`config.mk`:
```
export PLATFORM = sky130hd
export DESIGN_NAME = irq_fifo_collision_status
export DESIGN_NICKNAME = d
export VERILOG_FILES = /design/src/logic/irq_status_pkg.sv /design/src/logic/sticky_irq_reg.sv /design/src/logic/collision_capture.sv /design/src/logic/irq_fifo_collision_status.sv
export VERILOG_INCLUDE_DIRS = /design/src /design/src/logic
export SDC_FILE = /design/constraint.sdc
export NUM_CORES = 1
export LEC_CHECK = 0
export ABC_AREA = 1
export ABC_CLOCK_PERIOD_IN_PS = 2780
export BUFFER_PORTS_ARGS = -buffer_cell sky130_fd_sc_hd__clkbuf_2
export CELL_PAD_IN_SITES_DETAIL_PLACEMENT = 0
export CELL_PAD_IN_SITES_GLOBAL_PLACEMENT = 1
export CORE_ASPECT_RATIO = 1.5
export CORE_MARGIN = 2
export CORE_UTILIZATION = 38
export CTS_CLUSTER_DIAMETER = 150
export DETAILED_ROUTE_END_ITERATION = 8
export HOLD_SLACK_MARGIN = 0.15
export PLACE_DENSITY = 0.78
export SYNTH_ARGS = -nofsm -noshare
export SYNTH_HDL_FRONTEND = slang
export SYNTH_SLANG_ARGS = --single-unit
export TNS_END_PERCENT = 100
```
`constraint.sdc`:
```
create_clock -name clock -period 2.78 [get_ports clock]
set_input_delay 0.417 -clock clock [delete_from_list [all_inputs] [get_ports clock]]
set_output_delay 0.417 -clock clock [all_outputs]
set_load 0.02 [all_outputs]
```
`src/logic/irq_status_cfg.svh`:
```
// offsets, field positions, reset values and limits of the status register bank
`ifndef IRQ_STATUS_CFG_SVH
`define IRQ_STATUS_CFG_SVH

`define ADDR_TIMER_NFC_IRQ 8'h18
`define ADDR_ERROR_WAKEUP_IRQ 8'h19
`define ADDR_FIFO_FILL_COUNT 8'h1A
`define ADDR_FIFO_FLAGS 8'h1B
`define ADDR_COLLISION_POSITION 8'h1C
`define ADDR_WAKE_CONTROL 8'h30
`define ADDR_AMP_DELTA 8'h31
`define ADDR_PHASE_DELTA 8'h32
`define ADDR_CAP_DELTA 8'h33

`define ERR_BIT_CHECKSUM 7
`define ERR_BIT_PARITY 6
`define ERR_BIT_SOFT_FRAMING 5
`define ERR_BIT_HARD_FRAMING 4
`define ERR_BIT_WAKE_TIMEOUT 3
`define ERR_BIT_AMPLITUDE 2
`define ERR_BIT_PHASE 1
`define ERR_BIT_CAPACITANCE 0

`define FLAG_BIT_UNDERFLOW 6
`define FLAG_BIT_OVERFLOW 5
`define FLAG_BIT_INCOMPLETE 4
`define FLAG_BIT_MISSING_PARITY 0

`define STATUS_RESET 8'h00
`define DELTA_RESET 8'h00
`define FIFO_DEPTH 7'h60
`define COLL_RANGE_BYTES 8'h10

`endif

```
`src/logic/irq_status_pkg.sv`:
```
// types shared by the status register bank modules
package irq_status_pkg;

  typedef enum logic [1:0] {
    coll_idle = 2'b00,
    coll_armed = 2'b01,
    coll_seen = 2'b11
  } coll_state_e;

  typedef struct packed {
    coll_state_e state;
    logic [7:0] position;
    logic parity_error;
  } coll_s;

  typedef struct packed {
    logic [7:0] rd_data;
    logic wake_every_timeout;
    logic [7:0] amp_delta;
    logic [7:0] phase_delta;
    logic [7:0] cap_delta;
    logic [6:0] fill_count;
    logic underflow;
    logic overflow;
    logic incomplete;
    logic [2:0] last_bits;
    logic missing_parity;
  } top_s;

endpackage : irq_status_pkg

```
`src/logic/sticky_irq_reg.sv`:
```
// interrupt flags that stick until a clearing read or a forced clear
`timescale 1ns/10ps
module sticky_irq_reg #(
  parameter int width = 8
) (
  input wire logic clock,
  input wire logic srst,
  input wire logic force_clear,
  input wire logic read_clear,
  input wire logic [width-1:0] set_evt,
  output logic [width-1:0] flags
);
  typedef struct packed {
    logic [width-1:0] flags;
  } flag_s;

  flag_s cur;
  flag_s nxt;

  if (width < 1 || width > 8) begin : g_width_check
    $error("sticky_irq_reg width must be 1 to 8");
  end

  always_comb begin
    nxt = cur;
    if (force_clear) begin
      nxt.flags = '0;
    end else begin
      // a new event in the clearing cycle stays recorded
      nxt.flags = (read_clear ? '0 : cur.flags) | set_evt;
    end
  end

  always_ff @(posedge clock) begin
    if (srst) begin
      cur <= '0;
    end else begin
      cur <= nxt;
    end
  end

  assign flags = cur.flags;
endmodule : sticky_irq_reg

```
`src/logic/collision_capture.sv`:
```
// captures the position of the first collision of a frame when it lies inside the short anticollision range
`timescale 1ns/10ps
`include "irq_status_cfg.svh"
module collision_capture
  import irq_status_pkg::*;
(
  input wire logic clock,
  input wire logic srst,
  input wire logic force_clear,
  input wire logic frame_start,
  input wire logic frame_end,
  input wire logic coll_evt,
  input wire logic [7:0] coll_bytes,
  input wire logic [2:0] coll_bits,
  input wire logic coll_parity,
  output logic [7:0] position,
  output logic parity_error
);
  coll_s cur;
  coll_s nxt;

  always_comb begin
    nxt = cur;
    nxt.parity_error = 1'b0;
    case (cur.state)
      coll_idle: begin
        if (frame_start) begin
          nxt.state = coll_armed;
        end
      end
      coll_armed: begin
        if (coll_evt) begin
          nxt.state = coll_seen;
          // only collisions inside the short anticollision range are shown
          if (coll_bytes < `COLL_RANGE_BYTES) begin
            nxt.position = {coll_bytes[3:0], coll_bits, coll_parity};
          end
          nxt.parity_error = coll_parity;
        end else if (frame_end) begin
          nxt.state = coll_idle;
        end
      end
      coll_seen: begin
        if (frame_end) begin
          nxt.state = coll_idle;
        end
      end
      default: begin
        nxt.state = coll_idle;
      end
    endcase
    if (force_clear) begin
      nxt.position = `STATUS_RESET;
      nxt.state = coll_idle;
    end
  end

  always_ff @(posedge clock) begin
    if (srst) begin
      cur <= '0;
    end else begin
      cur <= nxt;
    end
  end

  assign position = cur.position;
  assign parity_error = cur.parity_error;
endmodule : collision_capture

```
`src/logic/irq_fifo_collision_status.sv`:
```
// Operation
// timer interrupt register clears when read
// both interrupt registers zero at reset, set-default
// error/wake-up register clears when read
// bit7 checksum error, bit6 parity error
// bit5 soft framing, bit4 hard framing
// bit3 wake timeout when every-timeout option set
// bit2 amplitude differs from reference beyond delta
// bit1 phase, bit0 capacitance exceed reference
// fill count seven bits, zero to ninety-six
// fifo and collision registers cleared by commands
// bit6 underflow, bit5 overflow
// bit4 incomplete byte, bits3..1 valid bits
// bit0 missing parity, counted as framing error
// empty fifo clears count and incomplete bits; the code clears incomplete and last_bits[1:0] but keeps last_bits[2]
// host reads both fifo status first
// collision bytes bits7..4, bits bits3..1
// only short anticollision collisions update position
// bit0 parity collision, first collision only
// summary bits clear on detailed register read
// flags stick; same-cycle event survives clearing read
`timescale 1ns/10ps
`include "irq_status_cfg.svh"
module irq_fifo_collision_status
  import irq_status_pkg::*;
(
  input wire logic clock,
  input wire logic srst,
  input wire logic [7:0] addr,
  input wire logic [7:0] wr_data,
  input wire logic wr_en,
  input wire logic rd_en,
  output logic [7:0] rd_data,
  input wire logic set_default_cmd,
  input wire logic clear_cmd,
  input wire logic [7:0] timer_nfc_evt,
  input wire logic checksum_err_evt,
  input wire logic parity_err_evt,
  input wire logic soft_framing_evt,
  input wire logic hard_framing_evt,
  input wire logic wake_timeout_evt,
  input wire logic amp_done,
  input wire logic [7:0] amp_meas,
  input wire logic [7:0] amp_ref,
  input wire logic phase_done,
  input wire logic [7:0] phase_meas,
  input wire logic [7:0] phase_ref,
  input wire logic cap_done,
  input wire logic [7:0] cap_meas,
  input wire logic [7:0] cap_ref,
  input wire logic [6:0] fifo_count,
  input wire logic fifo_push,
  input wire logic fifo_pop,
  input wire logic rx_end,
  input wire logic last_incomplete,
  input wire logic [2:0] last_bits,
  input wire logic last_no_parity,
  input wire logic rx_start,
  input wire logic coll_evt,
  input wire logic [7:0] coll_bytes,
  input wire logic [2:0] coll_bits,
  input wire logic coll_parity,
  output logic coll_parity_error,
  output logic timer_irq_pending,
  output logic error_irq_pending
);
  top_s cur;
  top_s nxt;
  logic [7:0] timer_flags;
  logic [7:0] error_flags;
  logic [7:0] error_set;
  logic [7:0] coll_position;
  logic status_clear;
  logic missing_parity_evt;

  // true when measurement rises above reference by more than delta
  function automatic logic exceeds(input logic [7:0] meas, input logic [7:0] ref_val,
                                   input logic [7:0] delta);
    logic [8:0] limit;
    limit = {1'b0, ref_val} + {1'b0, delta};
    exceeds = {1'b0, meas} > limit;
  endfunction : exceeds

  function automatic logic [7:0] read_mux(input logic [7:0] a, input top_s s,
                                          input logic [7:0] tim, input logic [7:0] err,
                                          input logic [7:0] coll);
    case (a)
      `ADDR_TIMER_NFC_IRQ: read_mux = tim;
      `ADDR_ERROR_WAKEUP_IRQ: read_mux = err;
      `ADDR_FIFO_FILL_COUNT: read_mux = {1'b0, s.fill_count};
      `ADDR_FIFO_FLAGS: read_mux = {1'b0, s.underflow, s.overflow, s.incomplete,
                                    s.last_bits, s.missing_parity};
      `ADDR_COLLISION_POSITION: read_mux = coll;
      `ADDR_WAKE_CONTROL: read_mux = {7'h00, s.wake_every_timeout};
      `ADDR_AMP_DELTA: read_mux = s.amp_delta;
      `ADDR_PHASE_DELTA: read_mux = s.phase_delta;
      `ADDR_CAP_DELTA: read_mux = s.cap_delta;
      default: read_mux = 8'h00;
    endcase
  endfunction : read_mux

  assign status_clear = set_default_cmd | clear_cmd;
  assign missing_parity_evt = rx_end & last_no_parity;

  always_comb begin
    error_set = 8'h00;
    error_set[`ERR_BIT_CHECKSUM] = checksum_err_evt;
    error_set[`ERR_BIT_PARITY] = parity_err_evt;
    error_set[`ERR_BIT_SOFT_FRAMING] = soft_framing_evt | missing_parity_evt;
    error_set[`ERR_BIT_HARD_FRAMING] = hard_framing_evt;
    error_set[`ERR_BIT_WAKE_TIMEOUT] = wake_timeout_evt & cur.wake_every_timeout;
    error_set[`ERR_BIT_AMPLITUDE] = amp_done & (exceeds(amp_meas, amp_ref, cur.amp_delta)
                                    | exceeds(amp_ref, amp_meas, cur.amp_delta));
    error_set[`ERR_BIT_PHASE] = phase_done
                                & exceeds(phase_meas, phase_ref, cur.phase_delta);
    error_set[`ERR_BIT_CAPACITANCE] = cap_done & exceeds(cap_meas, cap_ref, cur.cap_delta);
  end

  sticky_irq_reg #(
    .width(8)
  ) u_timer_irq (
    .clock(clock),
    .srst(srst),
    .force_clear(set_default_cmd),
    .read_clear(rd_en && addr == `ADDR_TIMER_NFC_IRQ),
    .set_evt(timer_nfc_evt),
    .flags(timer_flags)
  );

  sticky_irq_reg #(
    .width(8)
  ) u_error_irq (
    .clock(clock),
    .srst(srst),
    .force_clear(set_default_cmd),
    .read_clear(rd_en && addr == `ADDR_ERROR_WAKEUP_IRQ),
    .set_evt(error_set),
    .flags(error_flags)
  );

  collision_capture u_collision (
    .clock(clock),
    .srst(srst),
    .force_clear(status_clear),
    .frame_start(rx_start),
    .frame_end(rx_end),
    .coll_evt(coll_evt),
    .coll_bytes(coll_bytes),
    .coll_bits(coll_bits),
    .coll_parity(coll_parity),
    .position(coll_position),
    .parity_error(coll_parity_error)
  );

  always_comb begin
    nxt = cur;
    nxt.rd_data = rd_en ? read_mux(addr, cur, timer_flags, error_flags, coll_position)
                        : 8'h00;
    if (wr_en) begin
      case (addr)
        `ADDR_WAKE_CONTROL: nxt.wake_every_timeout = wr_data[0];
        `ADDR_AMP_DELTA: nxt.amp_delta = wr_data;
        `ADDR_PHASE_DELTA: nxt.phase_delta = wr_data;
        `ADDR_CAP_DELTA: nxt.cap_delta = wr_data;
        default: nxt.wake_every_timeout = cur.wake_every_timeout;
      endcase
    end
    nxt.fill_count = fifo_count;
    if (fifo_pop && fifo_count == 7'h00) begin
      nxt.underflow = 1'b1;
    end
    if (fifo_push && fifo_count == `FIFO_DEPTH) begin
      nxt.overflow = 1'b1;
    end
    if (rx_end) begin
      nxt.incomplete = last_incomplete;
      nxt.last_bits = last_incomplete ? last_bits : 3'h0;
      nxt.missing_parity = last_no_parity;
    end
    if (fifo_count == 7'h00 && !rx_end) begin
      nxt.incomplete = 1'b0;
      nxt.last_bits[1:0] = 2'h0;
    end
    if (status_clear) begin
      nxt.fill_count = 7'h00;
      nxt.underflow = 1'b0;
      nxt.overflow = 1'b0;
      nxt.incomplete = 1'b0;
      nxt.last_bits = 3'h0;
      nxt.missing_parity = 1'b0;
    end
    if (set_default_cmd) begin
      nxt.wake_every_timeout = 1'b0;
      nxt.amp_delta = `DELTA_RESET;
      nxt.phase_delta = `DELTA_RESET;
      nxt.cap_delta = `DELTA_RESET;
    end
  end

  always_ff @(posedge clock) begin
    if (srst) begin
      cur <= '0;
    end else begin
      cur <= nxt;
    end
  end

  assign rd_data = cur.rd_data;
  // summaries follow the detailed registers, so their reads and set default clear them
  assign timer_irq_pending = |timer_flags;
  assign error_irq_pending = |error_flags;
endmodule : irq_fifo_collision_status

```
==> results of run 1 <==
## placed cells by master (no fill, tap or decap), drive strengths merged
cell	count
a211oi	2
a21o	5
a21oi	84
a31oi	2
and3	2
buf	3
bufinv	3
clkbuf	134
clkinv	2
clkinvlp	1
dfxtp	74
fa	4
ha	64
inv	89
nand2	193
nand3	37
nand3b	1
nand4	6
nor2	100
nor3	10
nor3b	1
nor4	4
o211ai	1
o21ai	35
o311ai	3
xnor2	11
xor2	13
## sequential cells by signal, summed over array words and instances (netlist names)
register and count:
u_error_irq.flags 8, u_collision.parity_error 1, rd_data 8, u_collision.position 8
u_timer_irq.flags 8, cur 39, u_collision.cur 2
## stage by stage
step           worst slack, ns  util, %  power, mW
6_report                 0.245     46.8       2.78
5_1_grt                0.00444     46.8       2.91
4_1_cts                  0.165     46.8       2.82
3_5_place_dp             0.105     44.3       1.49
3_3_place_gp             0.183     44.3       1.48
2_1_floorplan            0.412        -       1.33
## final timing paths
kind | startpoint | to | slack [ns]
min reg2reg | cur[3] | cur[3] | 0.47
max | cur[30] | u_error_irq.flags[2] | 0.25
max reg2reg | cur[30] | u_error_irq.flags[2] | 0.25
min | timer_nfc_evt[7] | u_timer_irq.flags[7] | 0.29
## per-layer routing
| metal | up-vias | global-route usage, % | share of wire (%) |
|---|---|---|---|
| met5 | - | 0 | 0 |
| met1 | 2269 | 22.6 | 39 |
| met4 | 0 | 10.0 | 3.9 |
| met2 | 149 | 39.2 | 52 |
| met3 | 27 | 2.82 | 5.0 |
| li1 | 2715 | - | - |
## power groups by stage
stage                     combinational, mW  sequential, mW  clock, mW
after floorplan                       0.223            1.11          0
after global placement                0.372            1.11          0
after detailed placement              0.381            1.11          0
after CTS                             0.383            1.09       1.35
after global routing                  0.436            1.09       1.38
final                                 0.377            1.09       1.32
## what timing repair did
action / CTS / global route
resized for setup: 0 / 1
setup endpoints to repair: 0 / 1
hold endpoints to repair: 0 / 0
## cells by family after synthesis
| logic type | count (synthesis) | synth area share (%) |
|---|---|---|
| adders and majority gates | 68 | 16.7 |
| and+or+nand+nor | 354 | 29.1 |
| DFF | 74 | 28.1 |
| buffers and inverters | 108 | 8.83 |
| xor gates and xnor gates | 24 | 3.99 |
| AOI/OAI and AO/OA | 132 | 13.2 |
## tightest hold or removal path: cells and delay by family
| family | cells | cell delay, ns |
|---|---|---|
| AOI/OAI and AO/OA | 1 | 0.03 |
| buffers and inverters | 1 | 0.07 |
| and+or+nand+nor | 1 | 0.06 |
## area by class of cell
type	instances	area, um2
Clock buffer	9	225
Clock inverter	6	115
Fill cell	1423	7200
Inverter	89	335
Multi-Input combinational cell	578	3320
Sequential cell	74	1480
Tap cell	162	203
Timing Repair Buffer	128	648
==> impl_results.md, run 1 <==
- Run status: finished, final reports clean
- Flops & latches, synth: 74
- Fin cells: 1046
- Via count: 5160
- I/O pin count: 126
- Commonest register cell after synthesis: dfxtp_1
- Clock power frac: 47.4%
- Die width: 100 um
- Routed WL per cell: 14.4 um
- CTS sink cnt: 74
- Smallest hold slack: 0.292 ns
- Largest net degree at the start of global routing: 29
- Worst Clk Skew: 0.00433 ns
- Final nets: 1063
- N_diodes: 0
- Top cells by area, synth: dfxtp_1 (28%), ha_1 (15%), nand2_1 (13%)
- YS warnings: 0
- Sw Pwr: 670 uW
- Gr usage total: 20.9%
- Core ar.: 0.0135 mm2
- Fmax: 394 MHz
- CTS tree: done
- DRT iter0 DRCs: 265
- Sequential element share of the synthesized area: 28.1%
- Port Buf Inserts: 125
- Cell variety after synth: 37
- Post-Syn Nets: 943
- Std cell rows: 52
- Crit Path Class: reg2reg
- Final ANT Viol Nets: 0
- Most frequent cell after synthesis: nand2_1
- WP depth: 16
- Delay-heaviest family, CP: adder cells
- Post-route cell area: 0.00633 mm2
- CP Max Fanout: 4
- WHS Path Cells: 3
- Crit path largest cell delay: 0.39 ns
- Worst Setup Start Kind: flop
- Placed Cells: 1031
- Share of cells above drive strength 1: 18.8%
- Comb power frac: 13.5%
- DP Area: 0.00599 mm2
- Clk buf depth: 2
- Class of the worst hold path: in2reg
- Worst-path clk slew: 0.06 ns
- CP endpoint kind: flop
- WP data required: 2.98 ns
- Root Driver: clkbuf_16
- Count of final setup violators: 0
- Final critical-path share of the clock period: 91.2%
- Mapped Avg Cell Area: 6.93 um2
- Clk Latency, worst-skew pair: 0.33 ns
- Vias in the first global route: 5293
- Max-cap violations: 0
- Total gr overflow: 0
- First-pass GRT wire length: 24.4 mm
- RSZ-0062 raised after global routing: no
- CP bufs+invs: 1
- Total Die Area: 0.0148 mm2
- Gate count after technology mapping: 760
- Worst slew margin: 63.4%
- Final hold vios: 0
- Setup_tns: 0 ns
- CTS buffer count: 9
- Seq pwr share: 39.1%
- Post-synth EDFFs: 0
- Post-layout minimum cycle time: 2.53 ns
- Critical path's slowest cell: fa_1
- Ratio of total power to cell area: 440 mW/mm2
- Synth area leader: dfxtp_1
- Setup bufs post-CTS: 0
- Number of cells on the worst reg-to-reg path: 16
- Mapped Area: 0.00527 mm2
- Chip Height: 148 um
- Post-synth top area share: 28.1%
- Switching portion of total power: 24.1%
- Initial antenna violation count: 0
- Worst EP arrival: 2.74 ns
- Worst-margin pin slew: 0.543 ns
- Initial Util: 38.9%
- Top post-synthesis cells by count: nand2_1 (184), nor2_1 (92), inv_1 (87)
- Routed vias/inst: 4.93
- H-tree lvl count: 3
- VDD IR max: 361 uV
- GP Congestion: 0.867
- Synth-to-layout area growth: 20.2%
- Count of pins over their slew limit: 0
- Hold_buf cts: 0
- First-pass DRT Iterations: 4
- CP cell instances: ha_1 > inv_1 > fa_1 > nor2_1 > nor2_1 > nor2_1 > nor2_1 > xor2_1 > ha_1 > a21o_1 > a21oi_1 > nand2_1 > nand2_1 > nand2_1 > nand2_1 > a21oi_1
- Cell Int Power: 2.11 mW
- Final wirelength: 15.1 mm
- Residual DRC count: 0
- HPWL after DPL: 13.0 mm
- Fraction of registers with async set/reset: 0%
- Static leakage: 3.15 nW
Note: power is estimated with default switching activity, not from simulation.
==> run 2, diff against run 1 <==
--- a/config.mk
+++ b/config.mk
@@ -6,14 +6,14 @@
 export SDC_FILE = /design/constraint.sdc
 export NUM_CORES = 1
 export LEC_CHECK = 0
-export ABC_AREA = 1
+export ABC_AREA = 0
 export ABC_CLOCK_PERIOD_IN_PS = 2780
 export BUFFER_PORTS_ARGS = -buffer_cell sky130_fd_sc_hd__clkbuf_2
 export CELL_PAD_IN_SITES_DETAIL_PLACEMENT = 0
 export CELL_PAD_IN_SITES_GLOBAL_PLACEMENT = 1
 export CORE_ASPECT_RATIO = 1.5
 export CORE_MARGIN = 2
-export CORE_UTILIZATION = 38
+export CORE_UTILIZATION = 40
 export CTS_CLUSTER_DIAMETER = 150
 export DETAILED_ROUTE_END_ITERATION = 8
 export HOLD_SLACK_MARGIN = 0.15
==> impl_results.md, run 2 <==
- Run status: finished with violations
- Failing checks: setup timing
- Most frequent cells in the layout: clkbuf_2 (125), nor2_1 (77), dfxtp_1 (71)
- Cell variety after synth: 55
- Max-cap violations: 0
- Synth-to-layout area growth: 27.3%
- Die width: 95.3 um
- HPWL after DPL: 12.2 mm
- Total power: 2.76 mW
- Switching portion of total power: 23.8%
- Ratio of total power to cell area: 434 mW/mm2
- DP Area: 0.00593 mm2
- Routed WL per cell: 17.2 um
- WP data required: 3.00 ns
- Post-route cell area: 0.00636 mm2
- Worst Hold End: u_error_irq.flags[7]
- Count of final setup violators: 1
- CP Max Fanout: 3
- VDD IR max: 408 uV
- Post-Synth Adder-Cell Area: 17.6%
- R2r setup slk: -0.03 ns
- XOR/XNOR Fraction of Synth Area: 3.68%
- Final wirelength: 14.7 mm
- YS warnings: 0
- Sw Pwr: 656 uW
- Total gr overflow: 0
- Max reg flops: 39
- Worst-margin pin slew: 0.524 ns
- Worst slew margin: 65.1%
- Port Buf Inserts: 125
- Gate count after technology mapping: 547
- First-pass GRT wire length: 23.1 mm
- Worst-path clk slew: 0.06 ns
- Post-synth top area share: 29.7%
- Sequential element share of the synthesized area: 29.7%
- Main combinational cell family by area after synthesis: adder cells
- Final worst slack: -0.0328 ns
- Commonest non-fill, non-tap cell in the layout: clkbuf_2
- Residual DRC count: 0
- R2R Path Start: cur[30]
- Total Die Area: 0.0134 mm2
- Flops & latches, synth: 74
- Clock power frac: 46.0%
- Worst Clk Skew: 0.00382 ns
- GP Congestion: 0.944
- Gr usage total: 22.4%
- Final nets: 877
- Crit Path Class: reg2reg
- Post-synth EDFFs: 0
- Clk buf depth: 2
- M2 GR Usage: 42.2%
- Top cells by area, synth: dfxtp_1 (30%), ha_1 (16%), mux2i_1 (7.6%)
- CTS tree: done
- Worst Setup Start Kind: flop
- Post-Syn Nets: 730
- Met3 GRT Util: 4.44%
- Worst EP arrival: 3.03 ns
- Final hold vios: 0
- CTS sink cnt: 74
- Commonest register cell after synthesis: dfxtp_1
- Root Driver: clkbuf_16
- Final critical-path share of the clock period: 101%
- I/O pin count: 126
- Post-synthesis mux area share: 12.1%
- Vias in the first global route: 4730
- Static leakage: 3.15 nW
- WHS Path Cells: 3
- Top post-synthesis cells by count: nor2_1 (77), dfxtp_1 (74), ha_1 (64)
- N_diodes: 0
- CTS buffer count: 9
- CP endpoint kind: flop
- Final ANT Viol Nets: 0
- Synth Area in Compound Gates: 16.8%
- Count of pins over their slew limit: 0
- Seq pwr share: 39.5%
- RSZ-0062 raised after global routing: yes
- Mapped Area: 0.00500 mm2
- Core ar.: 0.0123 mm2
- Post-Synth Simple-Gate Area: 16.3%
- Routed vias/inst: 5.37
- H-tree lvl count: 3
- Comb power frac: 14.5%
- DRT iter0 DRCs: 221
- Chip Height: 141 um
- Most frequent cell after synthesis: nor2_1
- Via count: 4589
- Crit path launch: cur[30]
- Post-layout minimum cycle time: 2.81 ns
- Biggest register: cur
- Mapped Avg Cell Area: 9.13 um2
- Share of cells above drive strength 1: 30.8%
- Synth area leader: dfxtp_1
- Std cell rows: 50
- Clk Latency, worst-skew pair: 0.33 ns
- Cell Int Power: 2.10 mW
- Largest net degree at the start of global routing: 39
- Initial Util: 40.5%
- First-pass DRT Iterations: 4
- Critical R2R Capture: u_error_irq.flags[2]
- Met1 global-route usage: 23.6%
- Number of cells on the worst reg-to-reg path: 12
- Fmax: 356 MHz
- Fraction of registers with async set/reset: 0%
- Class of the worst hold path: in2reg
- Initial antenna violation count: 0
- GRT Max-Usage Layer: met2
- Min-delay src: checksum_err_evt
[run 2: changes by cell type after synthesis, sizes merged, moves of 10 or more]
cell / delta
nand3: -25
a21oi: -42
nand2: -173
o21ai: -12
inv: -67
nand2b: +10
mux2i: +38
nor2: -22
[run 2: how the worst max path moves through the flow]
stage | endpoint | slack (ns) | depth (start not counted)
after floorplan | u_error_irq.flags[2] | 0.09 | 14
after CTS | u_error_irq.flags[2] | -0.08 | 14
after global placement | u_error_irq.flags[0] | -0.19 | 13
after detailed placement | u_error_irq.flags[2] | -0.28 | 15
final | u_error_irq.flags[2] | -0.03 | 12
after global routing | u_error_irq.flags[2] | -0.11 | 14
[run 2: power by group through the flow]
| stage | sequential (mW) | clock, mW | combinational (mW) |
|---|---|---|---|
| final | 1.09 | 1.27 | 0.400 |
| after global routing | 1.09 | 1.34 | 0.444 |
| after CTS | 1.09 | 1.29 | 0.393 |
| after detailed placement | 1.11 | 0 | 0.384 |
| after global placement | 1.11 | 0 | 0.375 |
| after floorplan | 1.11 | 0 | 0.207 |
[run 2: repair_timing]
action	in CTS	in global routing
gates cloned	0	0
endpoints found under the setup margin	2	3
gates resized for setup	16	12
pin swaps	10	9
setup buffers	1	0
hold buffers	0	0
[run 2: layout make-up]
cell class,count,area [um2]
Tap cell,156,195
Clock buffer,12,256
Fill cell,1185,5960
Inverter,21,78.8
Timing Repair Buffer,156,858
Multi-Input combinational cell,432,3410
Clock inverter,4,73.8
Sequential cell,74,1490
[run 2: worst max-delay path, stage by stage, from the launching register on]
cell and delay [ns]:
dfxtp_4 0.37, ha_1 0.18, inv_1 0.06, fa_1 0.38, nand2b_4 0.17, a21oi_2 0.19, o21ai_0 0.11, a21o_1 0.18
ha_1 0.29, a21o_1 0.19, a21oi_1 0.14, o21ai_0 0.10, a311o_1 0.35
[run 2: layer usage]
layer  routed length, um  vias up
li1                    -     2303
met5                   0        -
met2                7980      123
met1                5640     2143
met4                 462        0
met3                 631       20
[run 2: kinds of logic after synthesis]
family / Yosys count
fa+ha+maj: 68
simple gates: 163
compound gates: 128
xor+xnor: 21
flops: 74
buf+inv: 41
mux: 52
[run 2: through the flow]
stage	setup slack [ns]	std cells	hold WS (ns)	setup TNS [ns]	utilization [%]
after floorplan	0.0857	547	0.429	0	-
after global placement	-0.187	838	0.446	-0.451	48.1
after detailed placement	-0.284	838	0.450	-0.660	48.1
after CTS	-0.0771	855	0.287	-0.0771	51.2
after global routing	-0.114	855	0.289	-0.129	51.6
final	-0.0328	855	0.292	-0.0328	51.6
==> run 3, diff against run 2 <==
--- a/config.mk
+++ b/config.mk
@@ -18,6 +18,7 @@
 export DETAILED_ROUTE_END_ITERATION = 8
 export HOLD_SLACK_MARGIN = 0.15
 export PLACE_DENSITY = 0.78
+export RECOVER_POWER = 100
 export SYNTH_ARGS = -nofsm -noshare
 export SYNTH_HDL_FRONTEND = slang
 export SYNTH_SLANG_ARGS = --single-unit
==> impl_results.md, run 3 (same netlist as run 2, synthesis figures left out) <==
- Run status: finished with violations
- Failing checks: setup timing
- Biggest register: cur
- Initial antenna violation count: 0
- Total power: 2.75 mW
- Port Buf Inserts: 125
- I/O pin count: 126
- Residual DRC count: 0
- Routed vias/inst: 5.35
- First-pass DRT Iterations: 4
- Routed WL per cell: 17.2 um
- Total Die Area: 0.0134 mm2
- Post-layout minimum cycle time: 2.81 ns
- N_diodes: 0
- VDD IR max: 406 uV
- Most frequent cells in the layout: clkbuf_2 (111), nor2_1 (78), dfxtp_1 (71)
- Crit path launch: cur[30]
- CTS sink cnt: 74
- CP Max Fanout: 3
- Gr usage total: 22.4%
- Number of cells on the worst reg-to-reg path: 12
- Worst EP arrival: 3.03 ns
- Worst-path clk slew: 0.06 ns
- Hold_buf cts: 0
- CTS tree: done
- Chip Height: 141 um
- Commonest non-fill, non-tap cell in the layout: clkbuf_2
- R2r setup slk: -0.03 ns
- Critical R2R Capture: u_error_irq.flags[2]
- First-pass GRT wire length: 23.1 mm
- Via count: 4572
- Std cell rows: 50
- Max reg flops: 39
- Final critical-path share of the clock period: 101%
- Setup WS pre-CTS: -0.284 ns
- Count of pins over their slew limit: 0
- RSZ-0062 raised after global routing: yes
- Total gr overflow: 0
- DRT iter0 DRCs: 209
- DP Area: 0.00593 mm2
- Final nets: 877
- Clk buf depth: 2
- Class of the worst hold path: in2reg
- Setup_tns: -0.0293 ns
- Die width: 95.3 um
- Final ANT Viol Nets: 0
- WP data required: 3.00 ns
- Largest net degree at the start of global routing: 39
- Core ar.: 0.0123 mm2
- Worst Clk Skew: 0.00374 ns
- CTS buffer count: 9
- HPWL after DPL: 12.2 mm
- Fmax: 356 MHz
- Clk Latency, worst-skew pair: 0.33 ns
- Share of cells above drive strength 1: 27.2%
- Ratio of total power to cell area: 438 mW/mm2
- Final worst slack: -0.0293 ns
- Crit path capture: u_error_irq.flags[2]
- Worst slew margin: 53.5%
- Max-cap violations: 0
- Worst Setup Start Kind: flop
- H-tree lvl count: 3
- Final hold vios: 0
- Static leakage: 3.08 nW
- Count of final setup violators: 1
- Post-route cell area: 0.00627 mm2
- R2R Path Start: cur[30]
- Initial Util: 40.5%
- Vias in the first global route: 4730
- Final wirelength: 14.7 mm
- Synth-to-layout area growth: 25.5%
- GP Congestion: 0.944
- CP endpoint kind: flop
- Root Driver: clkbuf_16
- Worst-margin pin slew: 0.695 ns
- Crit Path Class: reg2reg
[run 3: changes by cell type in the layout (fill, tap and decap cells not counted), sizes merged]
cell	delta
clkbuf	+3
buf	-3
[run 3: how the worst min path moves through the flow]
| stage | from | to | slack, ns | depth (start not counted) |
|---|---|---|---|---|
| final | checksum_err_evt | u_error_irq.flags[7] | 0.29 | 3 |
| after global routing | checksum_err_evt | u_error_irq.flags[7] | 0.29 | 3 |
| after CTS | checksum_err_evt | u_error_irq.flags[7] | 0.29 | 3 |
| after detailed placement | u_collision.position[1] | rd_data[1] | 0.45 | 2 |
| after global placement | cur[1] | cur[1] | 0.45 | 2 |
| after floorplan | cur[1] | cur[1] | 0.43 | 2 |
[run 3: power breakdown]
| group | switching (mW) | internal [mW] |
|---|---|---|
| registers | 0.0130 | 1.08 |
| logic | 0.205 | 0.187 |
| clock network | 0.434 | 0.834 |
[run 3: timing repair]
| item | in CTS | in global routing |
|---|---|---|
| setup endpoints to repair | 2 | 3 |
| gates resized for setup | 16 | 12 |
| pin swaps | 10 | 9 |
| setup buffers | 1 | 0 |
[run 3: stage by stage]
step	std cells	hold WS (ns)	utilization [%]
floorplan	547	0.429	-
global placement	838	0.446	48.1
detailed placement	838	0.450	48.1
CTS	855	0.287	51.2
global route	855	0.289	50.9
finish	855	0.291	50.9
[run 3: critical path, stage by stage (launching register included)]
cell	delay [ns]
dfxtp_4	0.37
ha_1	0.18
inv_1	0.06
fa_1	0.38
nand2b_4	0.17
a21oi_2	0.19
o21ai_0	0.11
a21o_1	0.18
ha_1	0.29
a21o_1	0.19
a21oi_1	0.14
o21ai_0	0.10
a311o_1	0.35
[run 3: final cells by class]
type                       count  area, um2
tap                          156        195
sequential                    74       1490
multi-input combinational    432       3350
timing repair buffer         156        830
inverter                      21       78.8
clock buffer                  12        256
fill                        1208       6050
clock inverter                 4       73.8
[run 3: metal layers]
layer	global-route usage, %	up-vias	share of wire, %
met1	23.6	2125	38
li1	-	2304	-
met3	4.44	22	4.1
met4	9.15	0	3.2
met2	42.2	121	54
met5	0	-	0
